### config.mk
export PLATFORM = sky130hd
export DESIGN_NAME = zdl_top
export DESIGN_NICKNAME = d
export VERILOG_FILES = /design/src/include/zdl_pkg.sv /design/src/include/zdl_chan_if.sv /design/src/hdl/zdl_qual.sv /design/src/hdl/zdl_top.sv
export SDC_FILE = /design/constraint.sdc
export NUM_CORES = 2
export LEC_CHECK = 0
export BUFFER_PORTS_ARGS = -buffer_cell sky130_fd_sc_hd__buf_4
export CAP_MARGIN = 20
export CORE_AREA = 5 5 446 448
export CTS_CLUSTER_SIZE = 14
export DETAILED_ROUTE_END_ITERATION = 12
export DIE_AREA = 0 0 451 453
export HOLD_SLACK_MARGIN = 0.06
export PLACE_DENSITY_LB_ADDON = 0.3
export SLEW_MARGIN = 20
export SYNTH_ARGS = -nofsm -noshare
export SYNTH_HDL_FRONTEND = slang
export SYNTH_SLANG_ARGS = --single-unit
### constraint.sdc
create_clock -name clock -period 4.75 [get_ports clock]
set_clock_uncertainty 0.05 [all_clocks]
set_input_delay 0.2375 -clock clock [delete_from_list [all_inputs] [get_ports clock]]
set_output_delay 0.2375 -clock clock [all_outputs]
set_load 0.05 [all_outputs]
### src/include/zdl_pkg.sv
// constants, register map and types of the zero-crossing dependency logic
// assumes a 20 MHz clock and a 4 kHz sample strobe from the datapath
package zdl_pkg;
   // channel layout: 0-2 current, 3-5 voltage, 6-11 auxiliary, 12 combined
   localparam int NCH = 13;
   localparam int NRAW = 12;
   localparam int CH_VA = 3;
   localparam int CH_COMB = 12;
   localparam int NV = 3;
   // status layout
   localparam int NST = 20;
   localparam int ST_TO = 16;
   localparam int ST_SEQ = 19;
   localparam int NEV = 26;
   // register byte offsets
   localparam logic [7:0] A_STATUS = 8'h00;
   localparam logic [7:0] A_CLEAR = 8'h04;
   localparam logic [7:0] A_ENABLE = 8'h08;
   localparam logic [7:0] A_CONFIG = 8'h0C;
   localparam logic [7:0] A_TOUT = 8'h10;
   localparam logic [7:0] A_HMODE = 8'h14;
   localparam logic [7:0] A_UHALF = 8'h18;
   localparam logic [7:0] A_EV_ONE = 8'h1C;
   localparam logic [7:0] A_EV_HALF = 8'h20;
   localparam logic [7:0] A_PERIOD_A = 8'h24;
   localparam logic [7:0] A_PERIOD_B = 8'h28;
   localparam logic [7:0] A_PERIOD_C = 8'h2C;
   localparam logic [7:0] A_ANGLE_0 = 8'h30;
   localparam logic [7:0] A_ANGLE_1 = 8'h34;
   localparam logic [7:0] A_ANGLE_2 = 8'h38;
   localparam logic [7:0] A_ONEWIN = 8'h3C;
   // config fields
   localparam int CFG_W = 5;
   localparam int CF_SRC = 0;
   localparam int CF_LP = 2;
   localparam int CF_FREQ = 4;
   // coerced periods
   localparam logic [31:0] PERIOD_50 = 32'h0050_0000;
   localparam logic [31:0] PERIOD_60 = 32'h0042_AAAA;
   // timing
   localparam int CLK_HZ = 20_000_000;
   localparam int MS_PER_S = 1000;
   localparam int HOLDOFF_MS = 1;
   localparam int SAMPLE_HZ = 4000;
   localparam int FMIN_HZ = 40;
   localparam int FMAX_HZ = 70;
   localparam logic [7:0] PER_MAX = 8'(SAMPLE_HZ / FMIN_HZ);
   localparam logic [7:0] PER_MIN = 8'((SAMPLE_HZ + FMAX_HZ - 1) / FMAX_HZ);
   localparam logic [7:0] PER_SAT = 8'hFF;
   localparam logic [15:0] CNT_SAT = 16'hFFFF;
   // angle pairs: first and second channel
   localparam int ANG_P [0:2] = '{3, 3, 3};
   localparam int ANG_S [0:2] = '{4, 5, 0};
   // phase-sequence tracker
   typedef enum logic [1:0] {SEQ_IDLE, SEQ_WAIT_A, SEQ_WAIT_B, SEQ_WAIT_C} zdl_seq_t;
endpackage

### src/include/zdl_chan_if.sv
// one channel's raw and qualified crossing events
// assumes a single clock domain shared by both ends
`timescale 1ns/10ps
`default_nettype none
interface zdl_chan_if;
   logic rise_raw;
   logic fall_raw;
   logic rise;
   logic fall;
   modport main (output rise_raw, output fall_raw, input rise, input fall);
   modport qual (input rise_raw, input fall_raw, output rise, output fall);
endinterface
`default_nettype wire

### src/hdl/zdl_qual.sv
// crossing qualifier: passes one crossing, then holds off the channel
// assumes raw events are one-cycle pulses synchronous to clock
`timescale 1ns/10ps
`default_nettype none
module zdl_qual #(
   parameter int HOLD_CYCLES = 20000
) (
   input wire logic clock,
   input wire logic rst,
   zdl_chan_if.qual ch
);
   typedef struct packed {
      logic [15:0] cnt;
      logic rise;
      logic fall;
   } zdl_qual_t;

   zdl_qual_t s_r;
   zdl_qual_t s_nxt;

   // holdoff counter, rise wins on a double event
   always_comb
   begin
      s_nxt = s_r;
      s_nxt.rise = 1'b0;
      s_nxt.fall = 1'b0;
      if (s_r.cnt != 16'h0000)
      begin
         s_nxt.cnt = s_r.cnt - 16'h0001;
      end
      else if (ch.rise_raw || ch.fall_raw)
      begin
         s_nxt.rise = ch.rise_raw;
         s_nxt.fall = !ch.rise_raw;
         s_nxt.cnt = 16'(HOLD_CYCLES - 1);
      end
   end

   // state register
   always_ff @(posedge clock)
   begin
      if (rst)
         s_r <= '0;
      else
         s_r <= s_nxt;
   end

   assign ch.rise = s_r.rise;
   assign ch.fall = s_r.fall;
endmodule // zdl_qual
`default_nettype wire

### src/hdl/zdl_top.sv
// zero-crossing dependency logic with an APB register slave
// assumes APB from a master on clock; sample_strobe marks 4 kHz samples
// Behaviour
// - flag per channel on both crossing edges
// - flag sticky; stays clear without crossings
// - per-phase timeout flag, both edges, maskable
// - sequence error from rising voltage crossings only
// - no sequence error when all phases missing
// - two-bit select picks line-cycle crossing source
// - no selected crossings, no line-cycle update
// - rising-edge period, coerced to 50/60 Hz default
// - one-cycle window from selected phase period
// - invalid or out-of-band period uses default
// - half-cycle mode bit uses user half period
// - crossing mode: no crossing, no half update
// - angles on rising crossings; hold otherwise
// - timeout after limit plus one milliseconds
// - 1 ms holdoff after each channel crossing
// - combined signal is A + B - C
// - one-cycle and half-cycle events separate registers
`timescale 1ns/10ps
`default_nettype none
module zdl_top #(
   parameter int MS_CYCLES = zdl_pkg::CLK_HZ / zdl_pkg::MS_PER_S,
   parameter int HOLD_CYCLES = zdl_pkg::HOLDOFF_MS * MS_CYCLES
) (
   input wire logic clock,
   input wire logic rst,
   input wire logic psel,
   input wire logic penable,
   input wire logic pwrite,
   input wire logic [7:0] paddr,
   input wire logic [31:0] pwdata,
   output logic [31:0] prdata,
   output logic pready,
   output logic pslverr,
   output logic irq,
   input wire logic sample_strobe,
   input wire logic [23:0] volt_a,
   input wire logic [23:0] volt_b,
   input wire logic [23:0] volt_c,
   input wire logic [11:0] cross_rise_raw,
   input wire logic [11:0] cross_fall_raw,
   input wire logic [25:0] one_event,
   input wire logic [25:0] half_event,
   output logic line_cycle_tick,
   output logic cross_out,
   output logic [12:0] half_update,
   output logic [31:0] one_cycle_period
);
   typedef struct packed {
      logic pready;
      logic pslverr;
      logic [31:0] prdata;
      logic irq;
      logic [19:0] status;
      logic [19:0] enable;
      logic [4:0] cfg;
      logic [15:0] tout_limit;
      logic [12:0] half_mode;
      logic [31:0] user_half;
      logic [25:0] ev_one;
      logic [25:0] ev_half;
      logic [15:0] ms_cnt;
      logic ms_tick;
      logic [2:0][15:0] tout_cnt;
      logic [2:0][7:0] per_cnt;
      logic [2:0] per_seen;
      logic [2:0][31:0] period;
      logic [31:0] one_win;
      logic [2:0][15:0] ang_cnt;
      logic [2:0][31:0] angle;
      logic [12:0][15:0] half_cnt;
      logic [12:0] half_upd;
      zdl_pkg::zdl_seq_t seq;
      logic comb_neg;
      logic comb_seen;
      logic line_tick;
      logic cross_out;
   } zdl_state_t;

   zdl_state_t s_r;
   zdl_state_t s_nxt;
   logic [12:0] raw_rise;
   logic [12:0] raw_fall;
   logic [12:0] q_rise;
   logic [12:0] q_fall;
   logic [12:0] ev_any;
   logic [25:0] comb_sum;
   logic comb_rise;
   logic comb_fall;
   logic wr;
   logic [31:0] rd_data;
   logic rd_hit;
   logic [2:0] vrise;
   logic [1:0] ph;
   logic seq_ok;
   logic [31:0] def_period;
   logic [1:0] src;
   logic [1:0] lp;

   // combined voltage sign tracking on each sample
   assign comb_sum = {{2{volt_a[23]}}, volt_a} + {{2{volt_b[23]}}, volt_b}
                     - {{2{volt_c[23]}}, volt_c};
   assign comb_rise = sample_strobe && s_r.comb_seen && s_r.comb_neg && !comb_sum[25];
   assign comb_fall = sample_strobe && s_r.comb_seen && !s_r.comb_neg && comb_sum[25];
   assign raw_rise = {comb_rise, cross_rise_raw};
   assign raw_fall = {comb_fall, cross_fall_raw};
   assign ev_any = q_rise | q_fall;
   assign vrise = q_rise[zdl_pkg::CH_VA +: zdl_pkg::NV];
   assign wr = psel && penable && s_r.pready && pwrite;
   assign def_period = s_r.cfg[zdl_pkg::CF_FREQ] ? zdl_pkg::PERIOD_60 : zdl_pkg::PERIOD_50;
   assign src = s_r.cfg[zdl_pkg::CF_SRC +: 2];
   assign lp = s_r.cfg[zdl_pkg::CF_LP +: 2];

   // per-channel crossing qualifiers
   for (genvar i = 0; i < zdl_pkg::NCH; i++)
   begin : g_ch
      zdl_chan_if ch ();
      assign ch.rise_raw = raw_rise[i];
      assign ch.fall_raw = raw_fall[i];
      assign q_rise[i] = ch.rise;
      assign q_fall[i] = ch.fall;
      zdl_qual #(.HOLD_CYCLES(HOLD_CYCLES)) u_qual (
         .clock(clock),
         .rst(rst),
         .ch(ch.qual)
      );
   end

   // register read decode
   always_comb
   begin
      rd_hit = 1'b1;
      rd_data = '0;
      if (paddr == zdl_pkg::A_STATUS)
         rd_data = {{(32 - zdl_pkg::NST){1'b0}}, s_r.status};
      else if (paddr == zdl_pkg::A_CLEAR)
         rd_data = '0;
      else if (paddr == zdl_pkg::A_ENABLE)
         rd_data = {{(32 - zdl_pkg::NST){1'b0}}, s_r.enable};
      else if (paddr == zdl_pkg::A_CONFIG)
         rd_data = {{(32 - zdl_pkg::CFG_W){1'b0}}, s_r.cfg};
      else if (paddr == zdl_pkg::A_TOUT)
         rd_data = {16'h0000, s_r.tout_limit};
      else if (paddr == zdl_pkg::A_HMODE)
         rd_data = {19'h00000, s_r.half_mode};
      else if (paddr == zdl_pkg::A_UHALF)
         rd_data = s_r.user_half;
      else if (paddr == zdl_pkg::A_EV_ONE)
         rd_data = {6'h00, s_r.ev_one};
      else if (paddr == zdl_pkg::A_EV_HALF)
         rd_data = {6'h00, s_r.ev_half};
      else if (paddr == zdl_pkg::A_PERIOD_A)
         rd_data = s_r.period[0];
      else if (paddr == zdl_pkg::A_PERIOD_B)
         rd_data = s_r.period[1];
      else if (paddr == zdl_pkg::A_PERIOD_C)
         rd_data = s_r.period[2];
      else if (paddr == zdl_pkg::A_ANGLE_0)
         rd_data = s_r.angle[0];
      else if (paddr == zdl_pkg::A_ANGLE_1)
         rd_data = s_r.angle[1];
      else if (paddr == zdl_pkg::A_ANGLE_2)
         rd_data = s_r.angle[2];
      else if (paddr == zdl_pkg::A_ONEWIN)
         rd_data = s_r.one_win;
      else
         rd_hit = 1'b0;
   end

   // phase-sequence check on rising voltage crossings
   always_comb
   begin
      ph = vrise[0] ? 2'd0 : (vrise[1] ? 2'd1 : 2'd2);
      case (s_r.seq)
         zdl_pkg::SEQ_WAIT_A: seq_ok = (ph == 2'd0);
         zdl_pkg::SEQ_WAIT_B: seq_ok = (ph == 2'd1);
         zdl_pkg::SEQ_WAIT_C: seq_ok = (ph == 2'd2);
         default: seq_ok = 1'b1;
      endcase
   end

   // next state of the whole block
   always_comb
   begin
      s_nxt = s_r;
      // apb: answer prepared in setup, zero wait states
      s_nxt.pready = 1'b0;
      s_nxt.pslverr = 1'b0;
      if (psel && !penable)
      begin
         s_nxt.pready = 1'b1;
         s_nxt.prdata = rd_data;
         s_nxt.pslverr = !rd_hit;
      end
      if (wr && paddr == zdl_pkg::A_ENABLE)
         s_nxt.enable = pwdata[zdl_pkg::NST-1:0];
      if (wr && paddr == zdl_pkg::A_CONFIG)
         s_nxt.cfg = pwdata[zdl_pkg::CFG_W-1:0];
      if (wr && paddr == zdl_pkg::A_TOUT)
         s_nxt.tout_limit = pwdata[15:0];
      if (wr && paddr == zdl_pkg::A_HMODE)
         s_nxt.half_mode = pwdata[12:0];
      if (wr && paddr == zdl_pkg::A_UHALF)
         s_nxt.user_half = pwdata;
      // clears first so a same-cycle event still sets
      if (wr && paddr == zdl_pkg::A_CLEAR)
         s_nxt.status = s_r.status & ~pwdata[zdl_pkg::NST-1:0];
      if (wr && paddr == zdl_pkg::A_EV_ONE)
         s_nxt.ev_one = s_r.ev_one & ~pwdata[zdl_pkg::NEV-1:0];
      if (wr && paddr == zdl_pkg::A_EV_HALF)
         s_nxt.ev_half = s_r.ev_half & ~pwdata[zdl_pkg::NEV-1:0];
      // crossing flags set only by crossings
      s_nxt.status[zdl_pkg::NCH-1:0] = s_nxt.status[zdl_pkg::NCH-1:0] | ev_any;
      // dip and swell events from the rms stages
      s_nxt.ev_one = s_nxt.ev_one | one_event;
      s_nxt.ev_half = s_nxt.ev_half | (half_event & {s_r.half_upd, s_r.half_upd});
      // millisecond tick
      s_nxt.ms_tick = 1'b0;
      if (s_r.ms_cnt == 16'(MS_CYCLES - 1))
      begin
         s_nxt.ms_cnt = 16'h0000;
         s_nxt.ms_tick = 1'b1;
      end
      else
         s_nxt.ms_cnt = s_r.ms_cnt + 16'h0001;
      // comb sign history
      if (sample_strobe)
      begin
         s_nxt.comb_neg = comb_sum[25];
         s_nxt.comb_seen = 1'b1;
      end
      // per voltage phase: timeout and line period
      for (int k = 0; k < zdl_pkg::NV; k++)
      begin
         if (ev_any[zdl_pkg::CH_VA + k])
            s_nxt.tout_cnt[k] = 16'h0000;
         else if (s_r.ms_tick && s_r.tout_cnt[k] != zdl_pkg::CNT_SAT)
         begin
            s_nxt.tout_cnt[k] = s_r.tout_cnt[k] + 16'h0001;
            if (s_r.tout_cnt[k] == s_r.tout_limit)
               s_nxt.status[zdl_pkg::ST_TO + k] = 1'b1;
         end
         if (q_rise[zdl_pkg::CH_VA + k])
         begin
            s_nxt.per_cnt[k] = 8'h00;
            s_nxt.per_seen[k] = 1'b1;
            if (s_r.per_seen[k] && s_r.per_cnt[k] >= zdl_pkg::PER_MIN
                && s_r.per_cnt[k] <= zdl_pkg::PER_MAX)
               s_nxt.period[k] = {8'h00, s_r.per_cnt[k], 16'h0000} - 32'h0000_0001;
            else
               s_nxt.period[k] = def_period;
         end
         else
         begin
            if (sample_strobe && s_r.per_cnt[k] != zdl_pkg::PER_SAT)
               s_nxt.per_cnt[k] = s_r.per_cnt[k] + 8'h01;
            if (!s_r.per_seen[k] || s_r.per_cnt[k] > zdl_pkg::PER_MAX)
               s_nxt.period[k] = def_period;
         end
      end
      // sequence error, none when no rising crossing arrives
      if (|vrise)
      begin
         if (!seq_ok)
            s_nxt.status[zdl_pkg::ST_SEQ] = 1'b1;
         case (ph)
            2'd0: s_nxt.seq = zdl_pkg::SEQ_WAIT_B;
            2'd1: s_nxt.seq = zdl_pkg::SEQ_WAIT_C;
            default: s_nxt.seq = zdl_pkg::SEQ_WAIT_A;
         endcase
      end
      // angles between rising crossings of a pair
      for (int j = 0; j < 3; j++)
      begin
         if (q_rise[zdl_pkg::ANG_P[j]])
            s_nxt.ang_cnt[j] = 16'h0000;
         else if (sample_strobe && s_r.ang_cnt[j] != zdl_pkg::CNT_SAT)
            s_nxt.ang_cnt[j] = s_r.ang_cnt[j] + 16'h0001;
         if (q_rise[zdl_pkg::ANG_S[j]])
            s_nxt.angle[j] = {8'h00, s_r.ang_cnt[j], 8'h00};
      end
      // half-cycle update strobes per channel
      for (int c = 0; c < zdl_pkg::NCH; c++)
      begin
         s_nxt.half_upd[c] = 1'b0;
         if (s_r.half_mode[c])
         begin
            if (sample_strobe)
            begin
               if (s_r.half_cnt[c] + 16'h0001 >= s_r.user_half[31:16])
               begin
                  s_nxt.half_cnt[c] = 16'h0000;
                  s_nxt.half_upd[c] = 1'b1;
               end
               else
                  s_nxt.half_cnt[c] = s_r.half_cnt[c] + 16'h0001;
            end
         end
         else
         begin
            s_nxt.half_cnt[c] = 16'h0000;
            s_nxt.half_upd[c] = ev_any[c];
         end
      end
      // one-cycle window from the selected phase period
      if (lp < 2'd3)
         s_nxt.one_win = s_r.period[lp];
      else
         s_nxt.one_win = s_r.period[0];
      // line-cycle source, both edges
      if (src == 2'd3)
         s_nxt.line_tick = ev_any[zdl_pkg::CH_COMB];
      else
         s_nxt.line_tick = ev_any[zdl_pkg::CH_VA + 32'(src)];
      s_nxt.cross_out = s_r.cross_out ^ s_nxt.line_tick;
      // interrupt
      s_nxt.irq = |(s_nxt.status & s_nxt.enable);
   end

   // state register
   always_ff @(posedge clock)
   begin
      if (rst)
      begin
         s_r <= '0;
         s_r.period <= {zdl_pkg::NV{zdl_pkg::PERIOD_50}};
         s_r.one_win <= zdl_pkg::PERIOD_50;
      end
      else
         s_r <= s_nxt;
   end

   // outputs straight from state
   assign prdata = s_r.prdata;
   assign pready = s_r.pready;
   assign pslverr = s_r.pslverr;
   assign irq = s_r.irq;
   assign line_cycle_tick = s_r.line_tick;
   assign cross_out = s_r.cross_out;
   assign half_update = s_r.half_upd;
   assign one_cycle_period = s_r.one_win;
endmodule // zdl_top
`default_nettype wire

==> impl_metrics.yaml <==
clock_tree:
  cts_inserted_buffers: 105
  cts_sinks: 886
  cts_setup_buffers: 0
  clock_latency_ns: 0.74
  cts_tree: "yes"
  cts-root-buf: "clkbuf_16"
  clock_path_buffers: 3
  clkTransAtPathRegs_ns: 0.06
  htree_num_levels: 3
layout:
  drive_gt1_share_pct: 10.8
  fillers: 20524
  instances_no_fill: 8752
  multi_input_area_sq_mm: 0.0282
  syn_to_final_growth_pct: 20.7
  fin_nets: 6619
  layout.area.seq_sq_mm: 0.0177
  stdcell_area_sq_mm: 0.0582
  fin_util_pct: 30.0
synthesis:
  yosys.area.top_type: "dfxtp_1"
  yosys_warnings: 0
  synth_top_area_share_pct: 36.8
  seq_area_frac_synth_pct: 36.8
  synth_edf_count: 0
  yosys_register_bits: 886
  netlist_instances: 5803
  synth.distinct_cells: 97
  synth_fp_nets: 6298
  synth_most_common_cell: "dfxtp_1"
  postSynthAreaPerCell_sq_um: 8.30
  synth_ff_type: "dfxtp_1"
  synth_area_sq_mm: 0.0482
  synthArstFlopShare_pct: 0
  synth_area_leaders: "dfxtp_1 37%, ha_1 7.2%, nor2_1 5.5%"
  synthTopCellsByCount: "886 x dfxtp_1, 706 x nor2_1, 618 x nand2_1"
worst_setup_path:
  max_stage_delay_ns: 0.42
  crit_fanout: 10
  cp-startpoint: "s_r[165]"
  critPathRequiredTime_ns: 5.36
  slowest_stage: "dfxtp_1"
  r2r-start: "s_r[165]"
  critical_path.endpoint_type: "register"
  critical_path_buf_inv_count: 2
  cp_cell_sequence: "nand3_1, or2_2, nor2_1, and3_1, nand3_1, xnor2_1, ha_1, a21o_1, a21o_1, a21oi_1, o21ai_0, a211oi_2, buf_4, and2_0, buf_4, a22o_1"
  worstSetupPathType: "reg -> reg"
  cp_top_family: "simple AND/OR/NAND/NOR gates"
  startpoint_type: "register"
  crit_arrival_ns: 4.73
floorplan:
  initial_utilization_pct: 24.8
  die-area_sq_mm: 0.204
  rows: 162
  die_w_um: 451
  core_area_sq_mm: 0.194
  die_y_um: 453
  num_io_pins: 276
power_and_ir_drop:
  seqPwrFrac_pct: 39.5
  p_leak_nw: 22.6
  switching_share_pct: 31.6
  power_per_cell_area_mw_per_mm2: 391
  cellInternalPower_mw: 15.6
  p_switching_mw: 7.18
  p_comb_share_pct: 23.5
  ir_drop_v: 0.000359
  clkPwrFrac_pct: 37.0
timing:
  rsz0062_at_grt: "no"
  final-setup-viol-count: 0
  fmax_mhz: 243
  finalHoldViolCount: 0
  tns_ns: 0
  finalCritPeriodShare_pct: 86.7
  slew_headroom_pct: 27.7
  tightestPinTransition_ns: 1.08
  min_period_ns: 4.12
  timing.final.max_slew_violations: 0
global_route:
  antenna_found_initial: 18
  grt_usage_pct: 15.4
  grt_pass1_wl_mm: 248
  grt_pass1_vias: 41691
  grt_max_degree: 132
  grt_overflow: 0
route:
  routed_wirelength_mm: 163
  drc_errors: 0
  wl_per_cell_um: 18.6
  drtIter0Drc: 2982
  via_count: 43127
  first_pass_iters: 7
  ant_nets: 0
  via_per_inst: 4.93
placement:
  placed_area_sq_mm: 0.0526
  dp.cells: 8367
  dp_hpwl_mm: 119
  gp_congestion: 0.911
  io_buffers: 275
outcome:
  status: "completed"
flow_run:
  maxCapViolations: 0
hold_path:
  hp-class: "in -> reg"
  min_from: "paddr[3]"
final cells by class:
| class | instances | area share [%] |
|---|---|---|
| clock buffer | 154 | 5.32 |
| timing repair buffer | 561 | 8.18 |
| clock inverter | 35 | 0.886 |
| antenna | 4 | 0.0172 |
| tap | 2542 | 5.47 |
| inverter | 180 | 1.17 |
| multi-input combinational | 4390 | 48.5 |
| sequential | 886 | 30.5 |
worst reg2reg max path, cell delays in order (launching register included):
cell	delay, ns
dfxtp_1	0.42
nand3_1	0.19
or2_2	0.40
nor2_1	0.28
and3_1	0.25
nand3_1	0.10
xnor2_1	0.20
ha_1	0.28
a21o_1	0.18
a21o_1	0.17
a21oi_1	0.18
o21ai_0	0.19
a211oi_2	0.18
buf_4	0.19
and2_0	0.38
buf_4	0.27
a22o_1	0.16
power by group through the flow:
stage                     combinational, mW  clock, mW  sequential, mW
after floorplan                        4.14          0            8.95
after global placement                 5.13          0            9.11
after detailed placement               5.24          0            9.14
after CTS                              5.42       8.65            8.99
after global routing                   6.02       8.96            9.11
final                                  5.36       8.41            8.99
per-stage QoR:
step                      power (mW)  hold slack (ns)  setup WS [ns]
after detailed placement        14.4            0.381          0.663
after floorplan                 13.1            0.266          0.908
after global placement          14.2            0.379          0.729
final                           22.8            0.137          0.633
after global routing            24.1            0.133          0.179
after CTS                       23.1           0.0845          0.645
final timing paths:
check / cells after the start / slack (ns) / end
max reg2reg: 16 / 0.63 / s_r[178]
max: 16 / 0.63 / s_r[178]
min reg2reg: 2 / 0.40 / s_r[648]
min: 3 / 0.14 / prdata[2]
sequential cells by signal, indices dropped and copies added, names as in the netlist:
| register | flops |
|---|---|
| cross_out | 1 |
| g_ch.u_qual.ch.rise | 13 |
| half_update | 13 |
| g_ch.u_qual.ch.fall | 13 |
| irq | 1 |
| pready | 1 |
| one_cycle_period | 11 |
| s_r | 589 |
| prdata | 32 |
| g_ch.u_qual.s_r | 208 |
| line_cycle_tick | 1 |
| lp | 2 |
| pslverr | 1 |
cell families (layout without fill, tap and decap cells):
logic type | after synthesis | count (layout) | share of synthesized area, %
flip-flops | 886 | 886 | 36.8
buffers and inverters | 527 | 930 | 4.82
other | 0 | 4 | 0
AO/OA/AOI/OAI | 1204 | 1204 | 16.0
adder cells (fa/ha/maj) | 301 | 301 | 8.17
multiplexers | 110 | 110 | 2.36
XOR/XNOR | 432 | 432 | 7.85
AND/OR/NAND/NOR | 2343 | 2343 | 24.0
layer usage:
metal	track usage (%)	vias to the layer above	share of wire [%]
met5	0	-	0.033
met4	7.79	6	5.9
met3	2.22	350	4.2
met2	26.6	984	48
met1	18.6	20612	42
li1	-	21175	-
placed cells by master, fill, tap and decap left out, drive strengths merged, types with 67 or more instances in the layout:
cell type and n:
nor4 67, dlygate4sd3 192, a21oi 392, nand4 73, nand3 214, dfxtp 886
clkbuf 154, xnor2 221, nor2 720, ha 278, nand2 619, a21o 67
nor3 162, inv 183, buf 369, xor2 211, a211oi 128, and3 136
nand3b 84, a22oi 71, o21ai 221, mux2i 91
repair_timing:
| item | 4_1_cts | 5_1_grt |
|---|---|---|
| hold buffers | 192 | 0 |
| gates resized for setup | 0 | 0 |
| endpoints found under the hold margin | 243 | 0 |
(Power assumes the default switching activity.)
